**src/verilog/overlap_pkg.sv**
```systemverilog
/*
  Shared constants and carriers for the instruction overlap and addressing block.
  Assumes a 36-bit word machine with 15-bit addresses and a split two-half core storage.
*/
`default_nettype none
package overlap_pkg;
  localparam int WORD_W = 36;
  localparam int ADDR_W = 15;
  // Direct address field, word bits 21..35 counted from the sign (bit 0 = msb)
  localparam int ADDR_LSB = 0;
  localparam int ADDR_MSB = 14;
  // Tag field, word bits 18..20
  localparam int TAG_LSB = 15;
  localparam int TAG_MSB = 17;
  // Indirect flag, bits 12..13 both set in the decrement area
  localparam int IND_LSB = 22;
  localparam int IND_MSB = 23;
  localparam logic [1:0] IND_CODE = 2'h3;
  // Operation code, sign and bits 1..11
  localparam int OP_LSB = 24;
  localparam int OP_MSB = 35;
  localparam logic [11:0] SHIFT_GROUP_OP = 12'h076;
  localparam logic [14:0] RESET_PC = 15'h0000;
  localparam logic [35:0] RESET_WORD = 36'h000000000;
  localparam int HALF_SEL_BIT = 0;

  typedef struct packed {
    logic [11:0] op;
    logic [1:0] ind;
    logic [3:0] spare;
    logic [2:0] tag;
    logic [14:0] addr;
  } instr_t;

  typedef struct packed {
    logic req;
    logic [14:0] addr;
  } mem_req_t;

  typedef enum logic [2:0] {
    ST_IDLE,
    ST_FETCH_PAIR,
    ST_INDIRECT,
    ST_EXECUTE,
    ST_ADVANCE
  } state_t;
endpackage
`default_nettype wire

```
**src/verilog/instruction_overlap_addressing.sv**
```systemverilog
/*
  Instruction fetch, effective address formation and overlap control.
  Assumes two storage halves that each answer a read on the cycle after the request,
  and an execution unit that reports completion and classifies the current instruction.
*/
// Overview of operation
// RQ1 - The direct address is bits 21 to 35 of the instruction word.
// RQ2 - The tag field selects the index register that modifies the address.
// RQ3 - A tagged address is formed by subtracting the index register from the direct address.
// RQ4 - An indirect instruction reads the word at its effective address and uses that word's address.
// RQ5 - A tag on the indirect word subtracts its index register from the indirect address.
// RQ6 - Indexing may occur at both stages in one reference, each applied in order.
// RQ7 - Storage is two independent equal halves, so accesses to different halves run together.
// RQ8 - The next sequential instruction is fetched while the current one executes.
// RQ9 - In double overlap the first word goes to the program register, the next one to the backup.
// RQ10 - The backup instruction is analysed and address-modified during current execution.
// RQ11 - On completion the backup instruction moves to the program and storage registers.
// RQ12 - Double overlap starts at program start and after any broken extended sequence.
// RQ13 - The first instruction of a pair may come from any address, even or odd.
// RQ14 - Extended overlap fetches the following word into backup while passing the held one on.
// RQ15 - All instruction-phase work of the overlapping instruction runs in the backup phase; only its indexing does here, not its indirect fetch.
// RQ16 - Overlap breaks on a trap, double precision, one-cycle, or non-shift shift-group instruction.
// RQ17 - A zero tag leaves the address unmodified at both stages.
`timescale 1ns/1ps
`default_nettype none
module instruction_overlap_addressing #(
  parameter int NUM_XR = 7
) (
  // Clock and reset
  input wire logic ref_clk,
  input wire logic rst_n,
  // Control from the processor
  input wire logic start,
  input wire logic exec_done,
  input wire logic trap,
  input wire logic cur_double_prec,
  input wire logic cur_one_cycle,
  input wire logic cur_is_shift,
  // Index register contents, entry 0 is index_register_one
  input wire logic [NUM_XR*15-1:0] index_regs,
  // Storage halves, even half 0 and odd half 1
  output var overlap_pkg::mem_req_t mem_req_even,
  output var overlap_pkg::mem_req_t mem_req_odd,
  input wire logic [35:0] rdata_even,
  input wire logic [35:0] rdata_odd,
  // Results toward execution
  output logic [35:0] program_register,
  output logic [35:0] storage_register,
  output logic [14:0] operand_addr,
  output logic operand_valid,
  output logic overlap_active
);

  ////////////////////////////////////////////////////////////////////////
  // Index selection

  logic [14:0] xr_table [0:7];
  genvar g;
  generate
    for (g = 0; g < 8; g = g + 1)
    begin : g_xr
      if (g == 0 || g > NUM_XR)
      begin : g_zero
        assign xr_table[g] = 15'h0000; // [RQ17]
      end
      else
      begin : g_reg
        assign xr_table[g] = index_regs[(g-1)*15 +: 15]; // [RQ2]
      end
    end
  endgenerate

  ////////////////////////////////////////////////////////////////////////
  // State

  overlap_pkg::state_t state;
  logic [14:0] pc;
  logic [35:0] backup_word;
  logic [14:0] backup_ea;
  logic backup_valid;
  logic extended;
  logic [14:0] ind_addr;

  // Decoding of the current and backup words
  overlap_pkg::instr_t cur_i;
  overlap_pkg::instr_t bak_i;
  assign cur_i = program_register;
  assign bak_i = backup_word;

  wire [14:0] cur_direct = cur_i.addr; // [RQ1]
  wire [14:0] cur_ea = cur_direct - xr_table[cur_i.tag]; // [RQ3]
  wire cur_indirect = cur_i.ind == overlap_pkg::IND_CODE;
  // Backup analysis runs during current execution
  wire [14:0] bak_ea = bak_i.addr - xr_table[bak_i.tag]; // [RQ10] [RQ15]

  // Indirect word from whichever half holds it
  wire ind_half = ind_addr[overlap_pkg::HALF_SEL_BIT];
  wire [35:0] ind_word = ind_half ? rdata_odd : rdata_even;
  overlap_pkg::instr_t ind_i;
  assign ind_i = ind_word;
  wire [14:0] final_ea = ind_i.addr - xr_table[ind_i.tag]; // [RQ4] [RQ5] [RQ6]

  // Break conditions
  wire bak_shift_group = bak_i.op == overlap_pkg::SHIFT_GROUP_OP;
  wire break_overlap = trap || cur_double_prec || cur_one_cycle
    || (bak_shift_group && !cur_is_shift); // [RQ16]

  // Fetch addresses: a pair always spans both halves whatever the parity
  wire [14:0] pc_next = pc + 15'h0001;
  wire [14:0] pc_next2 = pc + 15'h0002;
  wire pc_half = pc[overlap_pkg::HALF_SEL_BIT];
  wire [35:0] first_word = pc_half ? rdata_odd : rdata_even; // [RQ13]
  wire [35:0] second_word = pc_half ? rdata_even : rdata_odd; // [RQ7] [RQ9]
  // Taken in the cycle after the transfer, when pc has already moved on by one
  wire [35:0] third_word = pc_next[overlap_pkg::HALF_SEL_BIT] ? rdata_odd : rdata_even;

  wire fetch_pair = (state == overlap_pkg::ST_IDLE && start)
    || (state == overlap_pkg::ST_ADVANCE && !extended);
  wire fetch_ahead = state == overlap_pkg::ST_EXECUTE && operand_valid && exec_done && !break_overlap;

  overlap_pkg::mem_req_t next_req_even;
  overlap_pkg::mem_req_t next_req_odd;
  always_comb
  begin
    next_req_even = '0;
    next_req_odd = '0;
    if (fetch_pair)
    begin
      next_req_even.req = 1'b1;
      next_req_odd.req = 1'b1;
      next_req_even.addr = pc_half ? pc_next : pc;
      next_req_odd.addr = pc_half ? pc : pc_next;
    end
    else if (state == overlap_pkg::ST_EXECUTE && cur_indirect && !operand_valid)
    begin
      next_req_even.req = !cur_ea[overlap_pkg::HALF_SEL_BIT];
      next_req_odd.req = cur_ea[overlap_pkg::HALF_SEL_BIT];
      next_req_even.addr = cur_ea;
      next_req_odd.addr = cur_ea;
    end
    else if (fetch_ahead)
    begin
      // Third instruction fetched while the held one moves on
      next_req_even.req = !pc_next2[overlap_pkg::HALF_SEL_BIT]; // [RQ14]
      next_req_odd.req = pc_next2[overlap_pkg::HALF_SEL_BIT];
      next_req_even.addr = pc_next2;
      next_req_odd.addr = pc_next2;
    end
  end

  ////////////////////////////////////////////////////////////////////////
  // Sequencer

  logic ind_pending;
  always_ff @(posedge ref_clk or negedge rst_n)
  begin
    if (!rst_n)
    begin
      state <= overlap_pkg::ST_IDLE;
      pc <= overlap_pkg::RESET_PC;
      program_register <= overlap_pkg::RESET_WORD;
      storage_register <= overlap_pkg::RESET_WORD;
      backup_word <= overlap_pkg::RESET_WORD;
      backup_ea <= overlap_pkg::RESET_PC;
      backup_valid <= 1'b0;
      extended <= 1'b0;
      ind_addr <= overlap_pkg::RESET_PC;
      ind_pending <= 1'b0;
      operand_addr <= overlap_pkg::RESET_PC;
      operand_valid <= 1'b0;
      overlap_active <= 1'b0;
      mem_req_even <= '0;
      mem_req_odd <= '0;
    end
    else
    begin
      mem_req_even <= next_req_even;
      mem_req_odd <= next_req_odd;
      unique case (state)
        overlap_pkg::ST_IDLE:
        begin
          if (start)
          begin
            state <= overlap_pkg::ST_FETCH_PAIR; // [RQ12]
          end
        end
        overlap_pkg::ST_FETCH_PAIR:
        begin
          program_register <= first_word; // [RQ9]
          storage_register <= first_word;
          backup_word <= second_word; // [RQ8]
          backup_valid <= 1'b1;
          overlap_active <= 1'b1;
          operand_valid <= 1'b0;
          state <= overlap_pkg::ST_EXECUTE;
        end
        overlap_pkg::ST_EXECUTE:
        begin
          backup_ea <= bak_ea; // [RQ10]
          if (!operand_valid && !ind_pending)
          begin
            if (cur_indirect)
            begin
              ind_addr <= cur_ea; // [RQ4]
              ind_pending <= 1'b1;
              state <= overlap_pkg::ST_INDIRECT;
            end
            else
            begin
              operand_addr <= cur_ea; // [RQ3] [RQ17]
              operand_valid <= 1'b1;
            end
          end
          else if (exec_done)
          begin
            operand_valid <= 1'b0;
            pc <= pc_next;
            if (break_overlap)
            begin
              extended <= 1'b0;
              backup_valid <= 1'b0;
              overlap_active <= 1'b0;
            end
            else
            begin
              program_register <= backup_word; // [RQ11]
              storage_register <= backup_word;
              extended <= 1'b1;
            end
            state <= overlap_pkg::ST_ADVANCE;
          end
        end
        overlap_pkg::ST_INDIRECT:
        begin
          // Storage answer is one cycle after the request
          operand_addr <= final_ea; // [RQ5] [RQ6]
          operand_valid <= 1'b1;
          ind_pending <= 1'b0;
          state <= overlap_pkg::ST_EXECUTE;
        end
        overlap_pkg::ST_ADVANCE:
        begin
          if (extended)
          begin
            backup_word <= third_word; // [RQ14]
            backup_valid <= 1'b1;
            state <= overlap_pkg::ST_EXECUTE;
          end
          else
          begin
            // Broken sequence restarts with a fresh pair
            state <= overlap_pkg::ST_FETCH_PAIR; // [RQ12]
          end
        end
      endcase
    end
  end
endmodule
`default_nettype wire

```
**config.mk**
```make
export PLATFORM = sky130hd
export DESIGN_NAME = instruction_overlap_addressing
export DESIGN_NICKNAME = d
export VERILOG_FILES = /design/src/verilog/overlap_pkg.sv /design/src/verilog/instruction_overlap_addressing.sv
export SDC_FILE = /design/constraint.sdc
export NUM_CORES = 1
export LEC_CHECK = 0
export ABC_CLOCK_PERIOD_IN_PS = 7390
export BUFFER_PORTS_ARGS = -buffer_cell sky130_fd_sc_hd__buf_2
export CORE_MARGIN = 3
export CORE_UTILIZATION = 25
export CTS_CLUSTER_SIZE = 20
export DETAILED_ROUTE_END_ITERATION = 8
export PLACE_DENSITY = 0.5
export SLEW_MARGIN = 40
export SYNTH_ARGS = -nofsm -noshare
export SYNTH_HDL_FRONTEND = slang
export SYNTH_SLANG_ARGS = --single-unit
```
**constraint.sdc**
```tcl
create_clock -name ref_clk -period 7.39 [get_ports ref_clk]
set_clock_uncertainty 0.15 [all_clocks]
set_input_delay 0.3695 -clock ref_clk [delete_from_list [all_inputs] [get_ports ref_clk]]
set_output_delay 0.3695 -clock ref_clk [all_outputs]
set_load 0.03 [all_outputs]
```
==> results by group, run 1 <==
Status
  • Status: completed

Timing
  • Final worst slack: 2.877 ns
  • Fmax: 221.6 MHz
  • Slew Viols, Final: 0
  • Slew headroom: 48.46%
  • Hold Vio Cnt, Final: 0
  • Setup TNS: 0 ns
  • Final worst-path cycle share: 61.07%
  • Least-Margin Pin Slew: 0.7731 ns
  • Final Critical Period: 4.513 ns
  • RSZ-0062 raised after global routing: no
  • Final setup fails: 0

Logic synthesis
  • Synth Flop Type: dfrtp_1
  • Syn Inst Count: 1242
  • Post-synth EDFFs: 0
  • Synth area leader: dfrtp_1
  • Synth top area share: 33.21%
  • Sequential area share after synthesis: 33.21%
  • Largest cells by area after synthesis: dfrtp_1 33%, mux2i_1 8.9%, a21oi_1 6.5%
  • Syn_area_per_cell: 8.555 sq um
  • Post-synth ARST share: 100.0%
  • Synthesized flop and latch total: 141
  • Mapped cell area: 0.01063 sq mm
  • Net count after synthesis: 1462
  • Count of different cell masters after synthesis: 65
  • Ys Warns: 0

Die
  • Boundary Pins: 306
  • Core area: 0.04139 sq mm
  • Initial Util: 25.67%
  • FP Rows: 74
  • Die Wd: 212.2 um
  • Die area: 0.04501 sq mm
  • Chip Height: 212.2 um

Clock network
  • Cts bufs inserted: 17
  • Clock Latency Late Sink: 0.45 ns
  • Post-CTS Setup Bufs: 0
  • CTS tree: yes
  • CTS Sinks: 141
  • Clk root buf: clkbuf_16
  • Clk pin slew, worst setup/hold paths: 0.07 ns
  • Clk buf depth: 2
  • Htree depth: 4

Worst setup path
  • Worst path bufs/invs: 1
  • Critical Path, Cell by Cell: mux2_2 -> buf_4 -> and2_0 -> nand2_1 -> o21ai_0 -> a21o_1 -> ha_1 -> fa_1 -> nor2b_1 -> o2111ai_1 -> a31o_2 -> a21oi_1 -> xnor2_1 -> a211oi_1 -> a21o_1
  • Critical path's top delay family: compound AO/OA/AOI/OAI gates
  • WP data required: 7.61 ns
  • CP startpoint kind: flop
  • Crit path top cell by count: a21o_1
  • Crit-path max cell delay: 0.62 ns
  • Slowest cell on crit path: dfrtp_1
  • Crit. End Element: flop
  • CP arrival: 4.74 ns
  • R2R setup slack: 2.88 ns
  • CP Max Fanout: 45
  • Kind of critical path: flop to flop

Global routing
  • Gr ovfl total: 0
  • GR Util met2: 29.46%
  • Initial antenna violation count: 9
  • First-pass GRT wire length: 61400 um
  • Most used routing layer: met2
  • Met1 global-route usage: 23.37%
  • Number of global-route vias before repair: 10060
  • Largest net degree at the start of global routing: 76
  • Tot GR Track Use: 17.93%
  • Met3 Track Usage GR: 4.589%

Place
  • IO buf count: 305
  • GP Congestion: 0.9042
  • Dpl hpwl: 31300 um
  • Pre-CTS setup slack: 2.921 ns

Cells and area
  • P&R area growth vs syn: 21.55%
  • Nets@finish: 1677
  • Share of cells above drive strength 1: 28.44%

Drt
  • Via Count: 10020
  • Vias/cell: 5.001
  • WL final: 40670 um
  • Avg WL per Cell: 20.30 um
  • ANT nets after route: 0
  • Iteration-0 DRC Markers: 585
  • DR pass1 iterations: 5
  • DR DRC count: 0

Min path
  • HP Class: input pin to flop

Power
  • IR drop worst, VDD: 226.5 uV
  • Pleak: 6.021 nW
  • PD cells: 523.2 mW/mm^2

Job
  • Max-Cap Viols: 0
routing by layer:
layer / wire length [um] / vias up / share of wire (%)
met5: 107 / - / 0.26
met3: 2276 / 54 / 5.6
met4: 945 / 14 / 2.3
li1: - / 4852 / -
met2: 19350 / 275 / 48
met1: 17990 / 4827 / 44
area by class of cell:
cell class | count | area, sq um
flip-flops and latches | 141 | 3533
fillers | 4374 | 28470
clock inverters | 13 | 92.59
multi-input cells | 965 | 6465
diodes | 2 | 5.005
repair buffers | 323 | 1687
clock buffers | 19 | 432.9
well taps | 532 | 665.6
inverters | 9 | 33.78
registers in the layout (all words and copies together) (netlist names):
register	flops
mem_req_even	16
extended	1
mem_req_odd	15
storage_register	36
operand_addr	15
ind_pending	1
ind_addr	1
state	3
backup_word	36
operand_valid	1
pc	15
overlap_active	1
final timing paths:
check | start | to | cells past startpoint
max | ind_addr[0]$_DFFE_PN0P_ | operand_addr[10]$_DFFE_PN0P_ | 15
min | start | state[0]$_DFFE_PN0P_ | 3
max reg2reg | ind_addr[0]$_DFFE_PN0P_ | operand_addr[10]$_DFFE_PN0P_ | 15
min reg2reg | operand_addr[0]$_DFFE_PN0P_ | operand_addr[0]$_DFFE_PN0P_ | 2
max in group asynchronous | rst_n | mem_req_even[4]$_DFF_PN0_ | 3
min in group asynchronous | rst_n | storage_register[8]$_DFFE_PN0P_ | 2
power breakdown:
group / total, mW / leakage (nW) / switching (mW) / internal, mW
Sequential: 1.51 / 1.74 / 0.422 / 1.09
Combinational: 4.44 / 4.03 / 2.84 / 1.61
Clock: 0.801 / 0.246 / 0.372 / 0.429
through the flow:
stage	total power, mW	area, sq um	cells	hold slack [ns]	utilization, %
finish	6.757	12910	2004	0.06421	31.21
global route	7.316	12910	2004	0.08283	31.21
CTS	6.807	12890	2001	0.04678	31.14
detailed placement	5.975	12350	1968	0.2842	29.85
global placement	5.940	12340	1968	0.2901	29.81
floorplan	4.697	10630	1242	-0.07609	-
synthesized netlist by cell type, types with 5 or more instances:
library cell,n
xnor2_1,34
and3_1,8
a311oi_1,14
a21o_1,18
a211oi_1,18
buf_2,23
o22ai_1,5
nor2_1,134
nor2b_1,10
nor3_1,9
mux4_2,15
nand2b_1,6
xor2_1,22
o21ai_1,46
mux2_2,30
inv_1,8
nand4_1,7
ha_1,33
nand3_1,20
o21ai_0,67
dfrtp_1,141
a22oi_1,20
mux2i_1,94
nand2_1,129
o211ai_1,6
buf_1,12
clkbuf_1,53
a21oi_1,138
o21a_1,7
buf_4,39
and2_1,14
logic make-up after synthesis:
group           count (synthesis)  synth area share [%]
fa+ha+maj                      35                 4.263
buf+inv                       136                 6.453
simple gates                  358                 14.84
flops                         141                 33.21
mux                           139                 15.21
xor+xnor                       56                 4.616
compound gates                377                 21.41
cells in the final DEF (no fill, tap or decap), drive strengths merged, types with 14 or more instances in the layout:
| cell type | n |
|---|---|
| a211oi | 18 |
| a21o | 18 |
| a21oi | 139 |
| a22oi | 20 |
| a311oi | 14 |
| and2 | 15 |
| buf | 322 |
| clkbuf | 19 |
| dfrtp | 141 |
| ha | 33 |
| mux2 | 30 |
| mux2i | 94 |
| mux4 | 15 |
| nand2 | 129 |
| nand3 | 20 |
| nor2 | 135 |
| o21ai | 114 |
| xnor2 | 34 |
| xor2 | 22 |
worst min-delay path, cell delays in order:
cell      delay (ns)
buf_2           0.10
nor3_1          0.05
o21bai_1        0.10
what timing repair did:
item,in CTS,in global routing
gates resized for setup,0,0
endpoints found under the hold margin,67,0
hold buffers,1,0
Note: power is estimated with default switching activity, not from simulation.
==> run 2: changes to the inputs <==
- ABC_AREA: default -> 1
- ABC_CLOCK_PERIOD_IN_PS: 7390 -> 3800
- PLACE_DENSITY: 0.5 -> 0.52
- clock period: 7.39 -> 3.8 ns (I/O delays scaled with it)
==> run 2 against run 1 <==
Against the previous run: cell count is 29% higher; sequential share of layout area is 3.2 points lower; critical path type unchanged; worst setup slack worse by 2.6 ns; core utilization is 1.7 points higher; die area is 6.2% higher; wire length is 14% higher; first-iteration DRC count is 60% higher; largest power group unchanged; clock power is 130% higher; area after synthesis is 6.4% higher; synthesized cell count is 34% higher.
==> results by group, run 2 <==
Status
  • Status: completed

Logic synthesis
  • Synth Flop Type: dfrtp_1
  • Net count after synthesis: 1881
  • Post-synth ARST share: 100.0%
  • Synth area leader: dfrtp_1
  • Most frequent cells after synthesis: 341 x nand2_1, 295 x o21ai_0, 198 x inv_1
  • Sequential area share after synthesis: 31.21%
  • Largest cells by area after synthesis: dfrtp_1 31%, o21ai_0 13%, nand2_1 11%
  • Main combinational cell family by area after synthesis: compound AO/OA/AOI/OAI gates
  • Mapped cell area: 0.01131 sq mm
  • Count of different cell masters after synthesis: 43
  • Count leader, synth: nand2_1
  • Adder-Cell Fraction of Synth Area: 4.006%
  • Post-synth EDFFs: 0
  • Simple-Gate Fraction of Synth Area: 22.21%
  • Syn Inst Count: 1661
  • Ys Warns: 0
  • Syn_area_per_cell: 6.807 sq um
  • Synth top area share: 31.21%
  • Synthesized flop and latch total: 141
  • Complex-gate fraction of the synthesized area: 27.02%
  • Mux share of post-synthesis cell area: 0%
  • Xor/xnor share of the synthesized area: 2.246%

Timing
  • RSZ-0062 raised after global routing: no
  • Least-Margin Pin Slew: 0.8589 ns
  • Final worst-path cycle share: 93.13%
  • Final Critical Period: 3.539 ns
  • Slew Viols, Final: 0
  • Hold Vio Cnt, Final: 0
  • Setup TNS: 0 ns
  • Final setup fails: 0
  • Final worst slack: 0.2609 ns
  • Slew headroom: 42.13%
  • Fmax: 282.6 MHz

Cells and area
  • Fill cells: 4804
  • Design area: 0.01462 sq mm
  • P&R area growth vs syn: 29.32%
  • Commonest non-fill, non-tap cell in the layout: nand2_1
  • Leading cell types in the layout, fill and taps excluded: 341 x nand2_1, 304 x buf_2, 295 x o21ai_0, 197 x inv_1, 140 x dfrtp_1
  • Top flop regs: backup_word (36), storage_register (36), mem_req_even (16)
  • Nets@finish: 2188
  • Share of cells above drive strength 1: 23.32%

Place
  • Dpl hpwl: 35830 um
  • Pre-CTS setup slack: 0.2687 ns
  • Placed cell areas: 0.01319 sq mm
  • IO buf count: 305
  • GP Congestion: 0.9142

Worst setup path
  • Crit. End Element: flop
  • Critical path's top delay family: compound AO/OA/AOI/OAI gates
  • CP Max Fanout: 39
  • CP arrival: 3.77 ns
  • Slowest cell on crit path: dfrtp_1
  • CP startpoint kind: flop
  • WP data required: 4.03 ns
  • Kind of critical path: flop to flop
  • Worst path bufs/invs: 3
  • Critical Path, Cell by Cell: inv_1 -> nand2_2 -> nand2_2 -> inv_2 -> buf_4 -> o311ai_0 -> o31ai_1 -> ha_1 -> a21oi_1 -> o21ai_0 -> nand3b_1 -> or2_2 -> nand3_1 -> nand3_1 -> nand2_1
  • Crit-path max cell delay: 0.45 ns

Die
  • FP Rows: 77
  • Initial Util: 25.46%
  • Chip Height: 218.7 um
  • Boundary Pins: 306
  • Core area: 0.04441 sq mm
  • Die Wd: 218.7 um
  • Die area: 0.04782 sq mm

Clock network
  • Clk pin slew, worst setup/hold paths: 0.07 ns
  • Post-CTS Setup Bufs: 0
  • Clock Latency Late Sink: 0.44 ns
  • Htree depth: 4
  • Clk root buf: clkbuf_16
  • Clk buf depth: 2
  • CTS tree: yes
  • Cts bufs inserted: 17
  • CTS Sinks: 141

Global routing
  • Largest net degree at the start of global routing: 91
  • Tot GR Track Use: 18.92%
  • Gr ovfl total: 0
  • First-pass GRT wire length: 69240 um
  • Initial antenna violation count: 4
  • Number of global-route vias before repair: 11730

Drt
  • WL final: 46450 um
  • Via Count: 12310
  • Iteration-0 DRC Markers: 938
  • Avg WL per Cell: 18.03 um
  • Vias/cell: 4.778
  • DR pass1 iterations: 5
  • ANT nets after route: 0
  • DR DRC count: 0

Min path
  • HP Class: input pin to async pin

Power
  • Total power draw: 16.33 mW
  • IR drop worst, VDD: 1102 uV
  • PD cells: 1117 mW/mm^2
  • Pleak: 7.048 nW

Job
  • Max-Cap Viols: 0
## run 2: cell types whose count changed in the layout (fill, tap and decap cells not counted), sizes merged, moves of 27 or more
cell,change
dlygate4sd3,+73
inv,+197
mux2,-30
mux2i,-94
nand2,+216
nand3,+66
o211ai,+48
o21ai,+193
xnor2,-27
## run 2: through the flow
| stage | instances | hold WS (ns) | utilization, % |
|---|---|---|---|
| final | 2576 | 0.04615 | 32.92 |
| after CTS | 2571 | 0.02611 | 32.76 |
| after floorplan | 1661 | -0.2556 | - |
| after detailed placement | 2465 | 0.1174 | 29.69 |
| after global routing | 2574 | 0.03093 | 32.91 |
| after global placement | 2465 | 0.1974 | 29.67 |
## run 2: metal layers
metal,up-vias,track usage [%],part of all wire [%]
li1,6130,-,-
met1,5715,25.36,46
met2,410,31.11,46
met3,48,3.629,6.1
met4,4,5.250,2.2
met5,-,0,0.058
## run 2: path summary, 6_finish.rpt
check | from | cells after the start | slack [ns] | to
worst max register to register | ind_addr[0]$_DFFE_PN0P_ | 15 | 0.26 | operand_addr[9]$_DFFE_PN0P_
min in group ref_clk | rdata_odd[15] | 5 | 0.05 | backup_word[15]$_DFFE_PN0P_
worst min-delay path | rst_n | 2 | 0.05 | ind_pending$_DFFE_PN0P_
max in group asynchronous | rst_n | 4 | 2.53 | state[2]$_DFFE_PN0P_
worst max-delay path | ind_addr[0]$_DFFE_PN0P_ | 15 | 0.26 | operand_addr[9]$_DFFE_PN0P_
worst min register to register | operand_addr[4]$_DFFE_PN0P_ | 2 | 0.33 | operand_addr[4]$_DFFE_PN0P_
## run 2: kinds of logic after synthesis
| logic type | after synthesis |
|---|---|
| and+or+nand+nor | 593 |
| AOI/OAI and AO/OA | 529 |
| buffers and inverters | 334 |
| DFF | 141 |
| adders and majority gates | 35 |
| xor gates and xnor gates | 29 |
## run 2: cell type report
class | instances | area (sq um) | area share (%)
Multi-Input combinational cell | 1186 | 6290 | 43.01
Sequential cell | 141 | 3530 | 24.14
Timing Repair Buffer | 414 | 2646 | 18.10
Inverter | 208 | 783.3 | 5.356
Tap cell | 592 | 740.7 | 5.065
Clock buffer | 20 | 466.7 | 3.192
Clock inverter | 12 | 158.9 | 1.087
Antenna cell | 3 | 7.507 | 0.05134
## run 2: power breakdown
| group | switching (mW) | internal (mW) | total [mW] |
|---|---|---|---|
| combinational | 7.90 | 3.77 | 11.7 |
| sequential | 0.598 | 2.25 | 2.85 |
| clock | 0.722 | 1.09 | 1.81 |
| total | 9.22 | 7.11 | 16.3 |
## run 2: worst reg2reg max path: cells and delay by family (launching register included)
family / cells / cell delay, ns
AND/OR/NAND/NOR: 7 / 1.00
AO/OA/AOI/OAI: 4 / 1.00
flip-flops: 1 / 0.45
buffers and inverters: 3 / 0.51
adder cells (fa/ha/maj): 1 / 0.38
## run 2: repair_timing
item                       4_1_cts  5_1_grt
resized for setup                0        3
setup endpoints to repair        0        2
hold endpoints to repair       128        0
hold buffers                    74        0
==> run 3: changes to the inputs <==
- CORE_MARGIN: 3 -> 1.5
- SETUP_SLACK_MARGIN: default -> 0.5
- SKIP_LAST_GASP: default -> 1
==> run 3 against run 2 <==
Against the previous run: register-to-register slack improved by 0.34 ns; largest power group unchanged; highest routed layer unchanged; die area fell by 2.7%; core utilization rose by 1.6 points; non-clock buffer count rose by 24; sequential cell count did not move; critical endpoint is now operand_addr[13]$_DFFE_PN0P_; critical path depth rose by 3; sequential power barely moved.
==> results by group, run 3 (synthesized netlist as in run 2, its figures left out) <==
Clock network
  • Clk buf depth: 2
  • Cts bufs inserted: 17
  • Htree depth: 4
  • CTS tree: yes
  • Clk root buf: clkbuf_16
  • CTS Sinks: 141
  • Clock Latency Late Sink: 0.43 ns
  • Clk pin slew, worst setup/hold paths: 0.07 ns

Place
  • Cell Count Post-Placement: 2462
  • GP Congestion: 0.9605
  • Pre-CTS setup slack: 0.1732 ns
  • IO buf count: 305
  • Placed cell areas: 0.01318 sq mm
  • Dpl hpwl: 35380 um

Worst setup path
  • CP Depth: 18
  • CP endpoint: operand_addr[13]$_DFFE_PN0P_
  • Reg2reg path depth: 18
  • Slowest cell on crit path: dfrtp_2
  • CP startpoint kind: flop
  • Kind of critical path: flop to flop
  • Critical Path, Cell by Cell: buf_12 -> o21ai_4 -> buf_6 -> buf_12 -> buf_12 -> o21ai_0 -> o22ai_1 -> o21ai_1 -> ha_1 -> inv_1 -> o21ai_1 -> nand3_1 -> nand2_1 -> a21oi_1 -> nand3_1 -> nand3_1 -> nand3_2 -> nand2_1
  • Crit. End Element: flop
  • Reg2reg end: operand_addr[13]$_DFFE_PN0P_
  • Worst path bufs/invs: 5
  • WP data required: 3.97 ns
  • Crit-path max cell delay: 0.46 ns
  • R2R setup slack: 0.60 ns
  • Critical path origin: ind_addr[0]$_DFFE_PN0P_
  • CP arrival: 3.37 ns
  • Critical path's top delay family: compound AO/OA/AOI/OAI gates
  • R2R Path Start: ind_addr[0]$_DFFE_PN0P_
  • CP Max Fanout: 7

Die
  • Die Wd: 215.7 um
  • Die area: 0.04651 sq mm
  • FP Rows: 77
  • Chip Height: 215.7 um
  • Initial Util: 25.46%
  • Core area: 0.04441 sq mm
  • Boundary Pins: 306

Power
  • Combinational Power Share: 73.0%
  • PD cells: 1135 mW/mm^2
  • Clock network fraction of total power: 10.5%
  • Sw frac: 55.45%
  • Pleak: 7.270 nW
  • Pint: 7.757 mW
  • Sw Pwr: 9.655 mW
  • Sequential Power Share: 16.5%
  • IR drop worst, VDD: 501.6 uV
  • Total power draw: 17.41 mW

Timing
  • Final worst slack: 0.5975 ns
  • Slew Viols, Final: 0
  • RSZ-0062 raised after global routing: yes
  • Fmax: 312.3 MHz
  • Final worst-path cycle share: 84.28%
  • Final setup fails: 0
  • Slew headroom: 40.93%
  • Least-Margin Pin Slew: 0.8769 ns
  • Final Critical Period: 3.203 ns
  • WHS: 0.04092 ns
  • Hold Vio Cnt, Final: 0
  • Setup TNS: 0 ns

Drt
  • Iteration-0 DRC Markers: 1000
  • WL final: 47060 um
  • Vias/cell: 4.817
  • DR DRC count: 0
  • Avg WL per Cell: 18.09 um
  • ANT nets after route: 0
  • Via Count: 12530
  • DR pass1 iterations: 7

Cells and area
  • Design area: 0.01534 sq mm
  • Nets@finish: 2214
  • Top flop regs: backup_word (36), storage_register (36), mem_req_even (16)
  • Commonest non-fill, non-tap cell in the layout: nand2_1
  • Share of cells above drive strength 1: 27.60%
  • Fin util: 34.54%
  • Leading cell types in the layout, fill and taps excluded: 331 x nand2_1, 305 x buf_2, 278 x o21ai_0, 191 x inv_1, 138 x dfrtp_1
  • Final Non-Filler Cells: 2601
  • P&R area growth vs syn: 35.68%

Global routing
  • Initial antenna violation count: 3
  • Largest net degree at the start of global routing: 92
  • First-pass GRT wire length: 70100 um
  • Tot GR Track Use: 19.58%
  • Number of global-route vias before repair: 11950
  • Gr ovfl total: 0

Min path
  • HP Class: input pin to flop
  • Hold depth: 5

Status
  • Status: completed

Job
  • Max-Cap Viols: 0
## run 3: worst min-delay path by stage
stage	startpoint	end	slack, ns
after floorplan	rst_n	backup_word[0]$_DFFE_PN0P_	-0.26
after global placement	rst_n	mem_req_odd[5]$_DFF_PN0_	0.27
after detailed placement	rst_n	mem_req_odd[5]$_DFF_PN0_	-0.02
after CTS	rdata_odd[15]	backup_word[15]$_DFFE_PN0P_	0.03
after global routing	rdata_odd[15]	backup_word[15]$_DFFE_PN0P_	0.08
final	rdata_odd[15]	backup_word[15]$_DFFE_PN0P_	0.04
## run 3: repair_timing
action	in CTS	in global routing
cloned	1	3
pin swaps	4	25
setup endpoints to repair	15	36
buffers inserted	5	22
hold buffers	74	0
resized for setup	26	122
endpoints found under the hold margin	181	0
## run 3: area by class of cell
cell class | instances | area, sq um
fillers | 4809 | 29070
multi-input cells | 1186 | 6664
flip-flops and latches | 141 | 3532
repair buffers | 438 | 2948
inverters | 208 | 807.0
well taps | 592 | 740.7
clock buffers | 22 | 464.2
clock inverters | 10 | 161.4
repair inverters | 2 | 18.77
diodes | 2 | 5.005
## run 3: power by group through the flow
stage	Combinational (mW)	Sequential (mW)	Clock, mW
floorplan	7.27	3.50	0
global placement	11.2	2.88	0
detailed placement	11.3	2.88	0
CTS	11.7	2.87	1.87
global route	13.9	2.96	1.94
finish	12.7	2.87	1.83
## run 3: layer usage
| layer | vias to the layer above | wire length [um] | GRT usage (%) |
|---|---|---|---|
| li1 | 6169 | - | - |
| met5 | - | 13 | 0 |
| met3 | 71 | 2756 | 3.270 |
| met1 | 5881 | 21040 | 25.93 |
| met2 | 406 | 21900 | 32.20 |
| met4 | 2 | 1353 | 6.597 |
## run 3: tightest hold or removal path, cell delays in order
cell,delay [ns]
buf_2,0.13
inv_1,0.06
nand2_1,0.06
o211ai_1,0.08
o21ai_0,0.07
